[src/stack_rot_pkg.sv]
// Constants and types for the stack save and carry rotate datapath.
// Shared by the datapath top and its two helper modules.
`default_nettype none
package stack_rot_pkg;
   localparam int DW = 16;
   localparam int AW = 5;
   localparam int CNT_W = 8;
   localparam int GPR_NUM = 8;
   // Register offsets (word index on the register port)
   localparam logic [AW-1:0] OFS_CMD = 5'h00;
   localparam logic [AW-1:0] OFS_FLAGS = 5'h01;
   localparam logic [AW-1:0] OFS_DEST = 5'h02;
   localparam logic [AW-1:0] OFS_IMM = 5'h03;
   localparam logic [AW-1:0] OFS_RESULT = 5'h04;
   localparam logic [AW-1:0] OFS_STATUS = 5'h05;
   // General registers sit at 0x08..0x0F, slot in the low three bits
   localparam logic [1:0] GPR_PAGE = 2'h1;
   // Command word fields
   localparam int CMD_OP_LSB = 0;
   localparam int CMD_WORD_BIT = 2;
   localparam int CMD_CSRC_BIT = 3;
   localparam int CMD_MEM_BIT = 4;
   localparam int CMD_REG_LSB = 5;
   // Status word bits
   localparam int STAT_BUSY = 0;
   localparam int STAT_DONE = 1;
   // Flags word bits
   localparam int FLG_CARRY = 0;
   localparam int FLG_OVERFLOW = 11;
   // Reset values
   localparam logic [DW-1:0] FLAGS_RST = 16'h0000;
   localparam logic [DW-1:0] GPR_RST = 16'h0000;
   localparam logic [DW-1:0] DATA_RST = 16'h0000;
   // Stack sequencing
   localparam logic [DW-1:0] STACK_STEP = 16'h0002;
   localparam logic [2:0] CNT_SLOT = 3'h1;
   localparam logic [2:0] PTR_SLOT = 3'h4;
   localparam logic [2:0] LAST_SLOT = 3'h7;
   // Operations
   typedef enum logic [1:0] {
      OP_PUSH_ALL = 2'h0,
      OP_PUSH_FLAGS = 2'h1,
      OP_ROT_LEFT = 2'h2,
      OP_ROT_RIGHT = 2'h3
   } op_e;
   // Sequencer states
   typedef enum logic [2:0] {
      ST_IDLE = 3'b001,
      ST_PUSH = 3'b010,
      ST_ROT = 3'b100
   } state_e;
endpackage : stack_rot_pkg
`default_nettype wire

[src/carry_rotate_step.sv]
// One bit of rotate through carry, byte or word, left or right.
// Pure combinational; the caller repeats it once per count unit.
`default_nettype none
module carry_rotate_step
   import stack_rot_pkg::*;
(
   // Operand in
   input wire logic [DW-1:0] value,
   input wire logic carry_in,
   input wire logic word,
   input wire logic left,
   // Rotated operand out
   output logic [DW-1:0] next_value,
   output logic next_carry,
   output logic ovf
);
   // Byte form leaves the high byte untouched
   wire logic top_in = word ? value[15] : value[7];
   wire logic [DW-1:0] left_val = word ? {value[14:0], carry_in}
                                       : {value[15:8], value[6:0], carry_in};
   wire logic [DW-1:0] right_val = word ? {carry_in, value[15:1]}
                                        : {value[15:8], carry_in, value[7:1]};
   assign next_value = left ? left_val : right_val;
   assign next_carry = left ? top_in : value[0];
   // Overflow candidate from the rotated result
   wire logic res_top = word ? next_value[15] : next_value[7];
   wire logic res_second = word ? next_value[14] : next_value[6];
   assign ovf = left ? (res_top ^ next_carry) : (res_top ^ res_second);
endmodule : carry_rotate_step
`default_nettype wire

[src/push_slot_gen.sv]
// Address and data for one push of the push-all sequence.
// The caller supplies the current slot's register and the latched pointer.
`default_nettype none
module push_slot_gen
   import stack_rot_pkg::*;
(
   // Sequence position
   input wire logic [2:0] slot,
   input wire logic [DW-1:0] slot_word,
   input wire logic [DW-1:0] saved_ptr,
   input wire logic [DW-1:0] cur_ptr,
   // Push to issue
   output logic [DW-1:0] push_addr,
   output logic [DW-1:0] push_word,
   output logic last
);
   // Pointer drops first, then the word lands there
   assign push_addr = cur_ptr - STACK_STEP;
   // Pointer slot stores the value seen before the first push
   assign push_word = (slot == PTR_SLOT) ? saved_ptr : slot_word;
   assign last = (slot == LAST_SLOT);
endmodule : push_slot_gen
`default_nettype wire

[src/stack_push_and_carry_rotate.sv]
// Stack save and rotate-through-carry datapath with its register file.
// Assumes one clock, a stack memory that takes a word write every cycle,
// and a register port master that never issues both strobes at once.
//
// Behaviour
// - Push-all stores accumulator, count, data, base, pointer, base ptr, src, dst.
// - The pointer image pushed is the value held before the first push.
// - Each push-all step drops the pointer by 2, then writes there.
// - Push-flags drops the pointer by 2, then writes the whole flags word.
// - Neither push operation alters any flag.
// - Left rotate: carry takes top bit, operand shifts left, old carry in.
// - Rotate targets register or memory; count is immediate or count low byte.
// - Left rotate by one sets overflow to top bit xor new carry.
// - Right rotate: carry takes bit zero, operand shifts right, carry to top.
// - Right rotate by one sets overflow to top bit xor next bit.
// - Rotates touch only the carry and overflow flags.
//
// The address map and the plain strobed port were decided locally.
`default_nettype none
module stack_push_and_carry_rotate
   import stack_rot_pkg::*;
(
   // Clock and reset
   input wire logic core_clk,
   input wire logic rst_n,
   // Register port
   input wire logic [AW-1:0] reg_addr,
   input wire logic [DW-1:0] reg_wdata,
   input wire logic reg_wr,
   input wire logic reg_rd,
   output logic [DW-1:0] reg_rdata,
   // Stack memory write port
   output logic mem_wr,
   output logic [DW-1:0] mem_addr,
   output logic [DW-1:0] mem_wdata,
   // Processor state
   output logic busy,
   output logic [DW-1:0] stack_pointer,
   output logic [DW-1:0] flags
);

   // True when an address falls in the general register page
   function automatic logic gpr_hit(input logic [AW-1:0] a);
      return a[4:3] == GPR_PAGE;
   endfunction : gpr_hit

   state_e state;
   logic [DW-1:0] gpr [0:GPR_NUM-1];
   logic [DW-1:0] dest_opnd;
   logic [DW-1:0] imm_count;
   logic [DW-1:0] cmd;
   logic done;
   logic [2:0] slot;
   logic [DW-1:0] saved_ptr;
   logic [CNT_W-1:0] rot_cnt;
   logic count_one;
   logic [DW-1:0] work;
   logic work_carry;

   // Register port decode; writes are refused while a sequence runs
   wire logic wr_ok = reg_wr && !busy;
   wire logic wr_cmd = wr_ok && (reg_addr == OFS_CMD);
   wire logic wr_flags = wr_ok && (reg_addr == OFS_FLAGS);
   wire logic wr_dest = wr_ok && (reg_addr == OFS_DEST);
   wire logic wr_imm = wr_ok && (reg_addr == OFS_IMM);
   wire logic wr_gpr = wr_ok && gpr_hit(reg_addr);

   // New command fields
   wire op_e new_op = op_e'(reg_wdata[CMD_OP_LSB +: 2]);
   wire logic new_csrc = reg_wdata[CMD_CSRC_BIT];
   wire logic new_mem = reg_wdata[CMD_MEM_BIT];
   wire logic [2:0] new_reg = reg_wdata[CMD_REG_LSB +: 3];
   wire logic go_all = wr_cmd && (new_op == OP_PUSH_ALL);
   wire logic go_flags = wr_cmd && (new_op == OP_PUSH_FLAGS);
   wire logic go_rot = wr_cmd && ((new_op == OP_ROT_LEFT) || (new_op == OP_ROT_RIGHT));

   // Count source and starting operand of a rotate
   wire logic [CNT_W-1:0] start_count = new_csrc ? gpr[CNT_SLOT][CNT_W-1:0]
                                                 : imm_count[CNT_W-1:0];
   wire logic [DW-1:0] start_value = new_mem ? dest_opnd : gpr[new_reg];
   wire logic zero_go = go_rot && (start_count == '0);

   // Fields of the running command
   wire logic cur_word = cmd[CMD_WORD_BIT];
   wire logic cur_left = (op_e'(cmd[CMD_OP_LSB +: 2]) == OP_ROT_LEFT);
   wire logic cur_mem = cmd[CMD_MEM_BIT];
   wire logic [2:0] cur_reg = cmd[CMD_REG_LSB +: 3];

   // One rotate step per cycle
   logic [DW-1:0] step_value;
   logic step_carry;
   logic step_ovf;
   carry_rotate_step u_step (
      .value(work),
      .carry_in(work_carry),
      .word(cur_word),
      .left(cur_left),
      .next_value(step_value),
      .next_carry(step_carry),
      .ovf(step_ovf)
   );

   // One push of the push-all sequence per cycle
   logic [DW-1:0] push_addr;
   logic [DW-1:0] push_word;
   logic push_last;
   push_slot_gen u_push (
      .slot(slot),
      .slot_word(gpr[slot]),
      .saved_ptr(saved_ptr),
      .cur_ptr(gpr[PTR_SLOT]),
      .push_addr(push_addr),
      .push_word(push_word),
      .last(push_last)
   );

   // Sequence events
   wire logic in_push = (state == ST_PUSH);
   wire logic in_rot = (state == ST_ROT);
   wire logic rot_fin = in_rot && (rot_cnt == 8'h01);
   wire logic fin = (in_push && push_last) || rot_fin || go_flags || zero_go;

   // Next state
   state_e next_state;
   always_comb begin
      next_state = state;
      case (state)
         ST_IDLE: begin
            if (go_all) begin
               next_state = ST_PUSH;
            end else if (go_rot && !zero_go) begin
               next_state = ST_ROT;
            end
         end
         ST_PUSH: begin
            if (push_last) begin
               next_state = ST_IDLE;
            end
         end
         ST_ROT: begin
            if (rot_fin) begin
               next_state = ST_IDLE;
            end
         end
         default: next_state = ST_IDLE;
      endcase
   end

   // State and busy flag
   always_ff @(posedge core_clk or negedge rst_n) begin
      if (!rst_n) begin
         state <= ST_IDLE;
         busy <= 1'b0;
      end else begin
         state <= next_state;
         busy <= (next_state != ST_IDLE);
      end
   end

   // General register write source: bus, pointer update or rotate result
   wire logic ptr_dec = in_push || go_flags;
   wire logic rot_wb = rot_fin && !cur_mem;
   wire logic gpr_we = wr_gpr || ptr_dec || rot_wb;
   wire logic [2:0] gpr_widx = ptr_dec ? PTR_SLOT : rot_wb ? cur_reg : reg_addr[2:0];
   wire logic [DW-1:0] gpr_wval = ptr_dec ? (gpr[PTR_SLOT] - STACK_STEP)
                                : rot_wb ? step_value : reg_wdata;

   // General registers; slot 4 is the stack pointer
   always_ff @(posedge core_clk or negedge rst_n) begin
      if (!rst_n) begin
         for (int i = 0; i < GPR_NUM; i++) begin
            gpr[i] <= GPR_RST;
         end
      end else if (gpr_we) begin
         gpr[gpr_widx] <= gpr_wval;
      end
   end
   assign stack_pointer = gpr[PTR_SLOT];

   // Flags: bus write, or carry and overflow at the end of a rotate
   wire logic [DW-1:0] rot_flags = {flags[15:12], count_one ? step_ovf : flags[FLG_OVERFLOW],
                                    flags[10:1], step_carry};
   always_ff @(posedge core_clk or negedge rst_n) begin
      if (!rst_n) begin
         flags <= FLAGS_RST;
      end else if (wr_flags) begin
         flags <= reg_wdata;
      end else if (rot_fin) begin
         flags <= rot_flags;
      end
   end

   // Command latch, operand registers and done flag
   always_ff @(posedge core_clk or negedge rst_n) begin
      if (!rst_n) begin
         cmd <= DATA_RST;
         dest_opnd <= DATA_RST;
         imm_count <= DATA_RST;
         done <= 1'b0;
      end else begin
         if (wr_cmd) cmd <= reg_wdata;
         if (wr_dest) dest_opnd <= reg_wdata;
         else if (rot_fin && cur_mem) dest_opnd <= step_value;
         if (wr_imm) imm_count <= reg_wdata;
         done <= fin ? 1'b1 : (wr_cmd ? 1'b0 : done);
      end
   end

   // Push-all slot counter and latched pointer
   always_ff @(posedge core_clk or negedge rst_n) begin
      if (!rst_n) begin
         slot <= 3'h0;
         saved_ptr <= DATA_RST;
      end else if (go_all) begin
         slot <= 3'h0;
         saved_ptr <= gpr[PTR_SLOT];
      end else if (in_push) begin
         slot <= slot + 3'h1;
      end
   end

   // Rotate working copy; the loop runs once per count unit
   always_ff @(posedge core_clk or negedge rst_n) begin
      if (!rst_n) begin
         work <= DATA_RST;
         work_carry <= 1'b0;
         rot_cnt <= '0;
         count_one <= 1'b0;
      end else if (go_rot) begin
         work <= start_value;
         work_carry <= flags[FLG_CARRY];
         rot_cnt <= start_count;
         count_one <= (start_count == 8'h01);
      end else if (in_rot) begin
         work <= step_value;
         work_carry <= step_carry;
         rot_cnt <= rot_cnt - 8'h01;
      end
   end

   // Stack memory writes: pointer already lowered when the word lands
   always_ff @(posedge core_clk or negedge rst_n) begin
      if (!rst_n) begin
         mem_wr <= 1'b0;
         mem_addr <= DATA_RST;
         mem_wdata <= DATA_RST;
      end else begin
         mem_wr <= ptr_dec;
         if (in_push) begin
            mem_addr <= push_addr;
            mem_wdata <= push_word;
         end else if (go_flags) begin
            mem_addr <= gpr[PTR_SLOT] - STACK_STEP;
            mem_wdata <= flags;
         end
      end
   end

   // Read data selection
   wire logic [DW-1:0] status_word = {14'h0000, done, busy};
   logic [DW-1:0] rd_mux;
   always_comb begin
      rd_mux = DATA_RST;
      case (reg_addr)
         OFS_CMD: rd_mux = cmd;
         OFS_FLAGS: rd_mux = flags;
         OFS_DEST: rd_mux = dest_opnd;
         OFS_IMM: rd_mux = imm_count;
         OFS_RESULT: rd_mux = cur_mem ? dest_opnd : gpr[cur_reg];
         OFS_STATUS: rd_mux = status_word;
         default: rd_mux = gpr_hit(reg_addr) ? gpr[reg_addr[2:0]] : DATA_RST;
      endcase
   end

   // Read data stand only in the cycle after the strobe
   always_ff @(posedge core_clk or negedge rst_n) begin
      if (!rst_n) begin
         reg_rdata <= DATA_RST;
      end else begin
         reg_rdata <= reg_rd ? rd_mux : DATA_RST;
      end
   end

   wire logic res_top = cur_word ? step_value[15] : step_value[7];
   wire logic res_next = cur_word ? step_value[14] : step_value[6];
   wire logic [DW-1:0] keep_mask = 16'hF7FE;
endmodule : stack_push_and_carry_rotate
`default_nettype wire

[config.mk]
export PLATFORM = sky130hd
export DESIGN_NAME = stack_push_and_carry_rotate
export DESIGN_NICKNAME = d
export VERILOG_FILES = /design/src/stack_rot_pkg.sv /design/src/carry_rotate_step.sv /design/src/push_slot_gen.sv /design/src/stack_push_and_carry_rotate.sv
export SDC_FILE = /design/constraint.sdc
export NUM_CORES = 1
export LEC_CHECK = 0
export ABC_AREA = 1
export BUFFER_PORTS_ARGS = -buffer_cell sky130_fd_sc_hd__buf_4
export CELL_PAD_IN_SITES_DETAIL_PLACEMENT = 1
export CELL_PAD_IN_SITES_GLOBAL_PLACEMENT = 1
export CORE_MARGIN = 8
export CORE_UTILIZATION = 48
export DETAILED_ROUTE_END_ITERATION = 16
export PLACE_DENSITY = 0.95
export SLEW_MARGIN = 5
export SYNTH_ARGS = -nofsm -noshare
export SYNTH_HDL_FRONTEND = slang
export SYNTH_SLANG_ARGS = --single-unit
[constraint.sdc]
create_clock -name core_clk -period 4.75 [get_ports core_clk]
set_input_delay 0.2375 -clock core_clk [delete_from_list [all_inputs] [get_ports core_clk]]
set_output_delay 0.2375 -clock core_clk [all_outputs]
set_load 0.02 [all_outputs]
======== Yosys cells after proc, flatten, opt, wreduce, memory -nomap -nowiden ========
Cells that the tools add are included.
word-level totals
  input port bits ......................... 25
  register bits ........................... 291
  word-level logic and storage cells ...... 156
  output and inout bits ................... 82
operators by class
  add/subtract/negate cells ............... 3
  reductions and logical operators ........ 37
  mux-type cells .......................... 58
  eq/ne operators ......................... 18
  bitwise logic cells ..................... 7
  magnitude comparators ................... 6
operator list
  kind                                                                   count
  16-bit 2-to-1 mux                                                      28
  16-bit binary-select mux with 3-bit select                             4
  128-bit bitwise mux                                                    1
  16-bit case mux with 6 select lines                                    1
  16-bit demux with 3-bit select                                         1
  3-bit 2-to-1 mux                                                       8
  8-bit 2-to-1 mux                                                       3
  4-bit greater-or-equal comparator, second input constant               5
  3-bit inverter with 4-bit output                                       5
  8-bit by 1-bit equality test with 1-bit output, second input constant  2
  1-bit logical AND                                                      16
  16-bit by 2-bit subtractor with 16-bit output, second input constant   1
  2-bit nonzero test                                                     7
  12-bit 2-to-1 mux                                                      1
  5-bit by 2-bit equality test with 1-bit output, second input constant  2
  5-bit by 3-bit equality test with 1-bit output, second input constant  2
  1-bit 2-to-1 mux                                                       10
  3-bit equality test, second input constant                             3
  3-bit case mux with 3 select lines                                     1
  8-bit logical NOT                                                      1
  8-bit by 1-bit subtractor with 8-bit output, second input constant     1
  1-bit logical OR                                                       7
  2-bit equality test, second input constant                             3
  5-bit by 1-bit equality test with 1-bit output, second input constant  1
  11 further kinds                                                       15

======== Longest topological paths before layout ========
  word-level depth ........................ 12
  depth in mapped cells ................... 14

======== Modules after synthesis ========
From an unflattened synthesis, not the netlist that was laid out.
unflattened totals
  cell total of the unflattened synthesis .. 2847
  area total of the unflattened synthesis .. 19129.6 um^2
by module, submodules not included
  module                       times used  seq. area each (um^2)  area an instance (um^2)  cells each
  stack_push_and_carry_rotate  1           7283.2                 18104.9                  2639
  push_slot_gen                1           0.0                    630.6                    132
  carry_rotate_step            1           0.0                    394.1                    76

======== Least setup slack after synthesis ========
OpenSTA, ideal clock, no wires.
  path type ............................... register -> register
  from .................................... reg slot[1]
  to ...................................... reg mem_wdata[7]
  setup slack ............................. 2653 ps
  library setup time ...................... 83 ps
  required time ........................... 4667 ps
  stages on the path, launching flop included .. 12
  arrival time ............................ 2014 ps
  cells stage by stage .................... dfrtp_1 -> clkbuf_1 -> inv_1 -> buf_1 -> ha_1 -> clkbuf_1 -> nor2_1 -> buf_2 -> nand2_1 -> nand3_1 -> o21ai_0 -> o21ai_0
on the way
  word-level cells in the longest chain between the ends .. 6
ends and longest elaborated chain
  item                                                    line                                text
  start, declared                                         stack_push_and_carry_rotate.sv:53   logic [2:0] slot;
  start signal, assigned                                  stack_push_and_carry_rotate.sv:218  slot <= slot + 3'h1;
  3-bit inverter with 4-bit output (not written as such)  stack_push_and_carry_rotate.sv:109  .slot_word(gpr[slot]),
  16-bit binary-select mux with 3-bit select              stack_push_and_carry_rotate.sv:109
  16-bit 2-to-1 mux (not written as such) (2 in a row)    stack_push_and_carry_rotate.sv:109
  16-bit 2-to-1 mux (*)                                   push_slot_gen.sv:20                 assign push_word = (slot == PTR_SLOT) ? saved_ptr : slot_word;
  16-bit 2-to-1 mux (*)                                   stack_push_and_carry_rotate.sv:249  if (in_push) begin
  end signal, assigned                                    stack_push_and_carry_rotate.sv:251  mem_wdata <= push_word;
  end signal, assigned                                    stack_push_and_carry_rotate.sv:254  mem_wdata <= flags;
  end, declared                                           stack_push_and_carry_rotate.sv:35   output logic [DW-1:0] mem_wdata,
Every way passes the cells marked *; elsewhere a longest branch is shown, timed or not. The select of a mux whose other input is x is not followed.
A chain may end at the register's enable or synchronous reset.

======== Final worst setup path ========
  from .................................... reg state[1]
  to ...................................... reg gpr[74] (netlist bit)
on the way
  word-level cells in the longest chain between the ends .. 11
ends and longest elaborated chain
  item                                                                                                                      line                                text
  start, declared                                                                                                           stack_push_and_carry_rotate.sv:47   state_e state;
  start signal, assigned                                                                                                    stack_push_and_carry_rotate.sv:155  state <= next_state;
  3-bit equality test                                                                                                       stack_push_and_carry_rotate.sv:119  wire logic in_rot = (state == ST_ROT);
  1-bit logical AND                                                                                                         stack_push_and_carry_rotate.sv:120  wire logic rot_fin = in_rot && (rot_cnt == 8'h01);
  1-bit logical AND                                                                                                         stack_push_and_carry_rotate.sv:162  wire logic rot_wb = rot_fin && !cur_mem;
  3-bit 2-to-1 mux (2 in a row)                                                                                             stack_push_and_carry_rotate.sv:164  wire logic [2:0] gpr_widx = ptr_dec ? PTR_SLOT : rot_wb ? cur_reg : reg_addr[2:0];
  3-bit inverter with 4-bit output (not written as such)                                                                    stack_push_and_carry_rotate.sv:175  gpr[gpr_widx] <= gpr_wval;
  4-bit greater-or-equal comparator (not written as such) or 4-bit by 1-bit < comparator with 1-bit output (tied branches)  stack_push_and_carry_rotate.sv:175
  1-bit logical AND (not written as such)                                                                                   stack_push_and_carry_rotate.sv:175
  16-bit 2-to-1 mux (not written as such)                                                                                   stack_push_and_carry_rotate.sv:175
  16-bit demux with 3-bit select                                                                                            stack_push_and_carry_rotate.sv:175
  128-bit bitwise mux                                                                                                       stack_push_and_carry_rotate.sv:175
  end signal, assigned by index                                                                                             stack_push_and_carry_rotate.sv:175
  end, declared                                                                                                             stack_push_and_carry_rotate.sv:48   logic [DW-1:0] gpr [0:GPR_NUM-1];
Several ways; a longest one is shown, not always the timed one.

==> results by group <==
Status
  • Status: complete, but fails checks
  • Failing checks: negative hold slack

STA
  • Min Tclk post-route: approximately 3.4 ns
  • Worst slew pin tran: 1.14 ns
  • Fin. max-slew vios: 0
  • Max Freq: 293 MHz
  • Period utilization: 71.8%
  • Setup tns final: 0 ns
  • Hold WS: -0.00165 ns
  • Final setup fails: 0
  • Clk_skew: 0.0307 ns
  • Unrepaired setup endpoints after global routing: false
  • Endpoints failing hold: 1
  • Max-slew headroom: 23.9%

GRT
  • GR Overflow Total: 0
  • Initial antenna violation count: 4
  • Vias in the first global route: 21369
  • Most used routing layer: met2
  • First-pass GRT wire length: 140 mm
  • Met3 Usage GRT: between 10% and 20%
  • GR Util All Layers: 41.9%
  • GRT met1 Usage: 53.1%
  • Largest net degree at the start of global routing: 103
  • M2 GR Usage: 61.0%

Hold path
  • Worst Hold Class: input pin to flip-flop
  • HP Start: reg_wdata[12]

Setup path
  • CP max FO: 33
  • CP endpoint kind: flip-flop
  • CP Data Arrival Time: around 3.9 ns
  • Crit start category: flip-flop
  • R2r setup slk: 1.34 ns
  • Worst Setup Path Type: flip-flop to flip-flop
  • RR Startpoint: state[1]$_DFF_PN0_
  • Worst setup path end: gpr[74]$_DFFE_PN0P_
  • Setup crit start: state[1]$_DFF_PN0_
  • R2R depth: 8
  • CP peak stage delay: between 0.6 and 0.7 ns
  • Slowest CP cell: nor3_2
  • Req. time, crit path: 5.20 ns
  • R2R Path End: gpr[74]$_DFFE_PN0P_
  • Critical path, cell by cell: nor3_2 > nand3_2 > nand2_1 > nand2_2 > nor2_8 > nand2_2 > nand2_1 > nand2_1
  • Most used cell, CP: nand2_1

Floorplanning
  • Die area: 44700 sq um
  • Top Ports: 107
  • Core area: ~38000 sq um
  • Die width: 211 um
  • Row count: 71
  • Initial Utilization: around half
  • Chip Height: 211 um

Power
  • Static Leak: between 9 and 10 nW
  • Pwr per Cell Area: 432 nW/um^2
  • VDD IR max: 0.355 mV

Logic synthesis
  • Syn Area/Cell: 6.84 sq um
  • Post-Syn Area: about 18000 sq um
  • Syn nets: 2709
  • Synth warn: 0
  • Post-synthesis register bit count: 291
  • Cell variety after synth: 40
  • Synth Instances: 2678
  • Sequential area share after synthesis: between 30% and 40%
  • Main synth FF type: dfrtp_1
  • Asr flop ratio synth: 100%
  • Number of synthesized flops with an enable pin: 0

Clock network
  • Clock-pin slew on the worst setup and hold paths: 0.06 ns
  • Htree depth: 2
  • Clock network latency to the later pin of the worst-skew pair: between 0.5 and 0.6 ns
  • Post-CTS Resized: 0
  • Clock tree buffer depth: 3
  • Total CTS buffers: 36
  • CTS Root Cell: clkbuf_16
  • Clock sink count: 291
  • CTS tree: built

Final layout
  • ANT cells: 0
  • Area growth from synthesis to layout: 11.8%
  • Most common cell after layout, fill and taps aside: nand2_1
  • Most frequent cells in the layout: nand2_1 (932), o21ai_0 (301), dfrtp_1 (287)
  • Share of cells above drive strength 1: 10.4%
  • Nets@finish: 2704

Placement
  • Port buffer count: roughly 110
  • HPWL reported at the end of detailed placement: 65.6 mm
  • Gp weighted congestion: 1.03

Detailed routing
  • Vias: roughly 22000
  • Drt pass-1 iters: 6
  • DRT Wirelength: around 95 mm
  • ANT nets after route: 0
  • First DRT Iteration DRCs: ~3700
  • # DRC: 0
  • Wirelength per Cell: around 30 um
  • Via density: 6.72

Job
  • Max-cap violations: 0
layout make-up:
type | instances | area (sq um)
Clock buffer | 48 | 1030
Clock inverter | 17 | 204
Tap cell | 511 | 639
Fill cell | 4946 | 17200
Multi-Input combinational cell | 2026 | 9500
Timing Repair Buffer | 152 | 1180
Inverter | 166 | 629
Sequential cell | 291 | 7290
kinds of logic after synthesis:
logic type / count (synthesis) / synth area share, %
compound gates: 578 / 17.6
xor+xnor: 10 / 0.478
fa+ha+maj: 6 / 0.410
buf+inv: 361 / 8.42
flops: 291 / 39.8
simple gates: 1432 / 33.4
critical path: cells and delay by family, from the launching register on:
kind,cells,cell delay (ns)
flops,1,0.41
simple gates,8,2.83
stage by stage:
stage          setup slack, ns  util, %  power, mW  cells  area [sq um]
2_1_floorplan             2.65        -       4.60   2678         18300
3_3_place_gp              1.58     50.8       5.56   3137         19100
3_5_place_dp              1.45     50.8       5.70   3137         19100
4_1_cts                   1.44     54.3       8.65   3211         20500
5_1_grt                   1.20     54.3       9.08   3211         20500
6_report                  1.34     54.3       8.84   3211         20500
layer usage:
layer	vias up	share of wire (%)	wire, um
met5	-	0.042	40
met4	6	7.3	6920
met3	453	14	13600
met2	1744	42	39700
met1	10521	37	34800
li1	8840	-	-
flip-flops by register name (all words and copies together) (netlist names):
signal / count
done: 1
cmd: 16
rot_cnt: 8
busy: 1
work_carry: 1
flags: 16
saved_ptr: 16
mem_wr: 1
state: 3
slot: 3
count_one: 1
gpr: 112
reg_rdata: 16
stack_pointer: 16
mem_addr: 16
work: 16
dest_opnd: 16
imm_count: 16
mem_wdata: 16
where the power goes:
part | switching, mW | internal [mW]
Clock | 1.22 | 1.75
Sequential | 0.632 | 2.87
Combinational | 1.70 | 0.677
Total | 3.55 | 5.29
synth_stat cells, drive strengths merged, types with 8 or more instances:
master	n	area, sq um
nor2	149	636
nand3	272	1460
o211ai	85	638
a22oi	14	105
clkbuf	124	465
a21oi	121	606
buf	71	447
inv	161	609
nand2	959	3700
o21ai	318	1590
o22ai	11	68.8
nand4	38	238
xor2	8	70.1
a31oi	18	113
nor3	10	55.1
dfrtp	290	7260
worst min-delay path by stage:
stage / endpoint / slack [ns] / cells past startpoint
2_1_floorplan: busy$_DFF_PN0_ / -0.06 / 0
3_3_place_gp: reg_rdata[9]$_DFF_PN0_ / 0.34 / 1
3_5_place_dp: reg_rdata[9]$_DFF_PN0_ / 0.35 / 1
4_1_cts: dest_opnd[12]$_DFFE_PN0P_ / 0.003 / 3
5_1_grt: dest_opnd[11]$_DFFE_PN0P_ / 0.02 / 3
6_report: dest_opnd[12]$_DFFE_PN0P_ / -0.002 / 3
repair_timing:
item	4_1_cts	5_1_grt
setup buffers	0	0
hold endpoints to repair	106	0
hold buffers	9	0
Power figures use the tool's default switching activity.
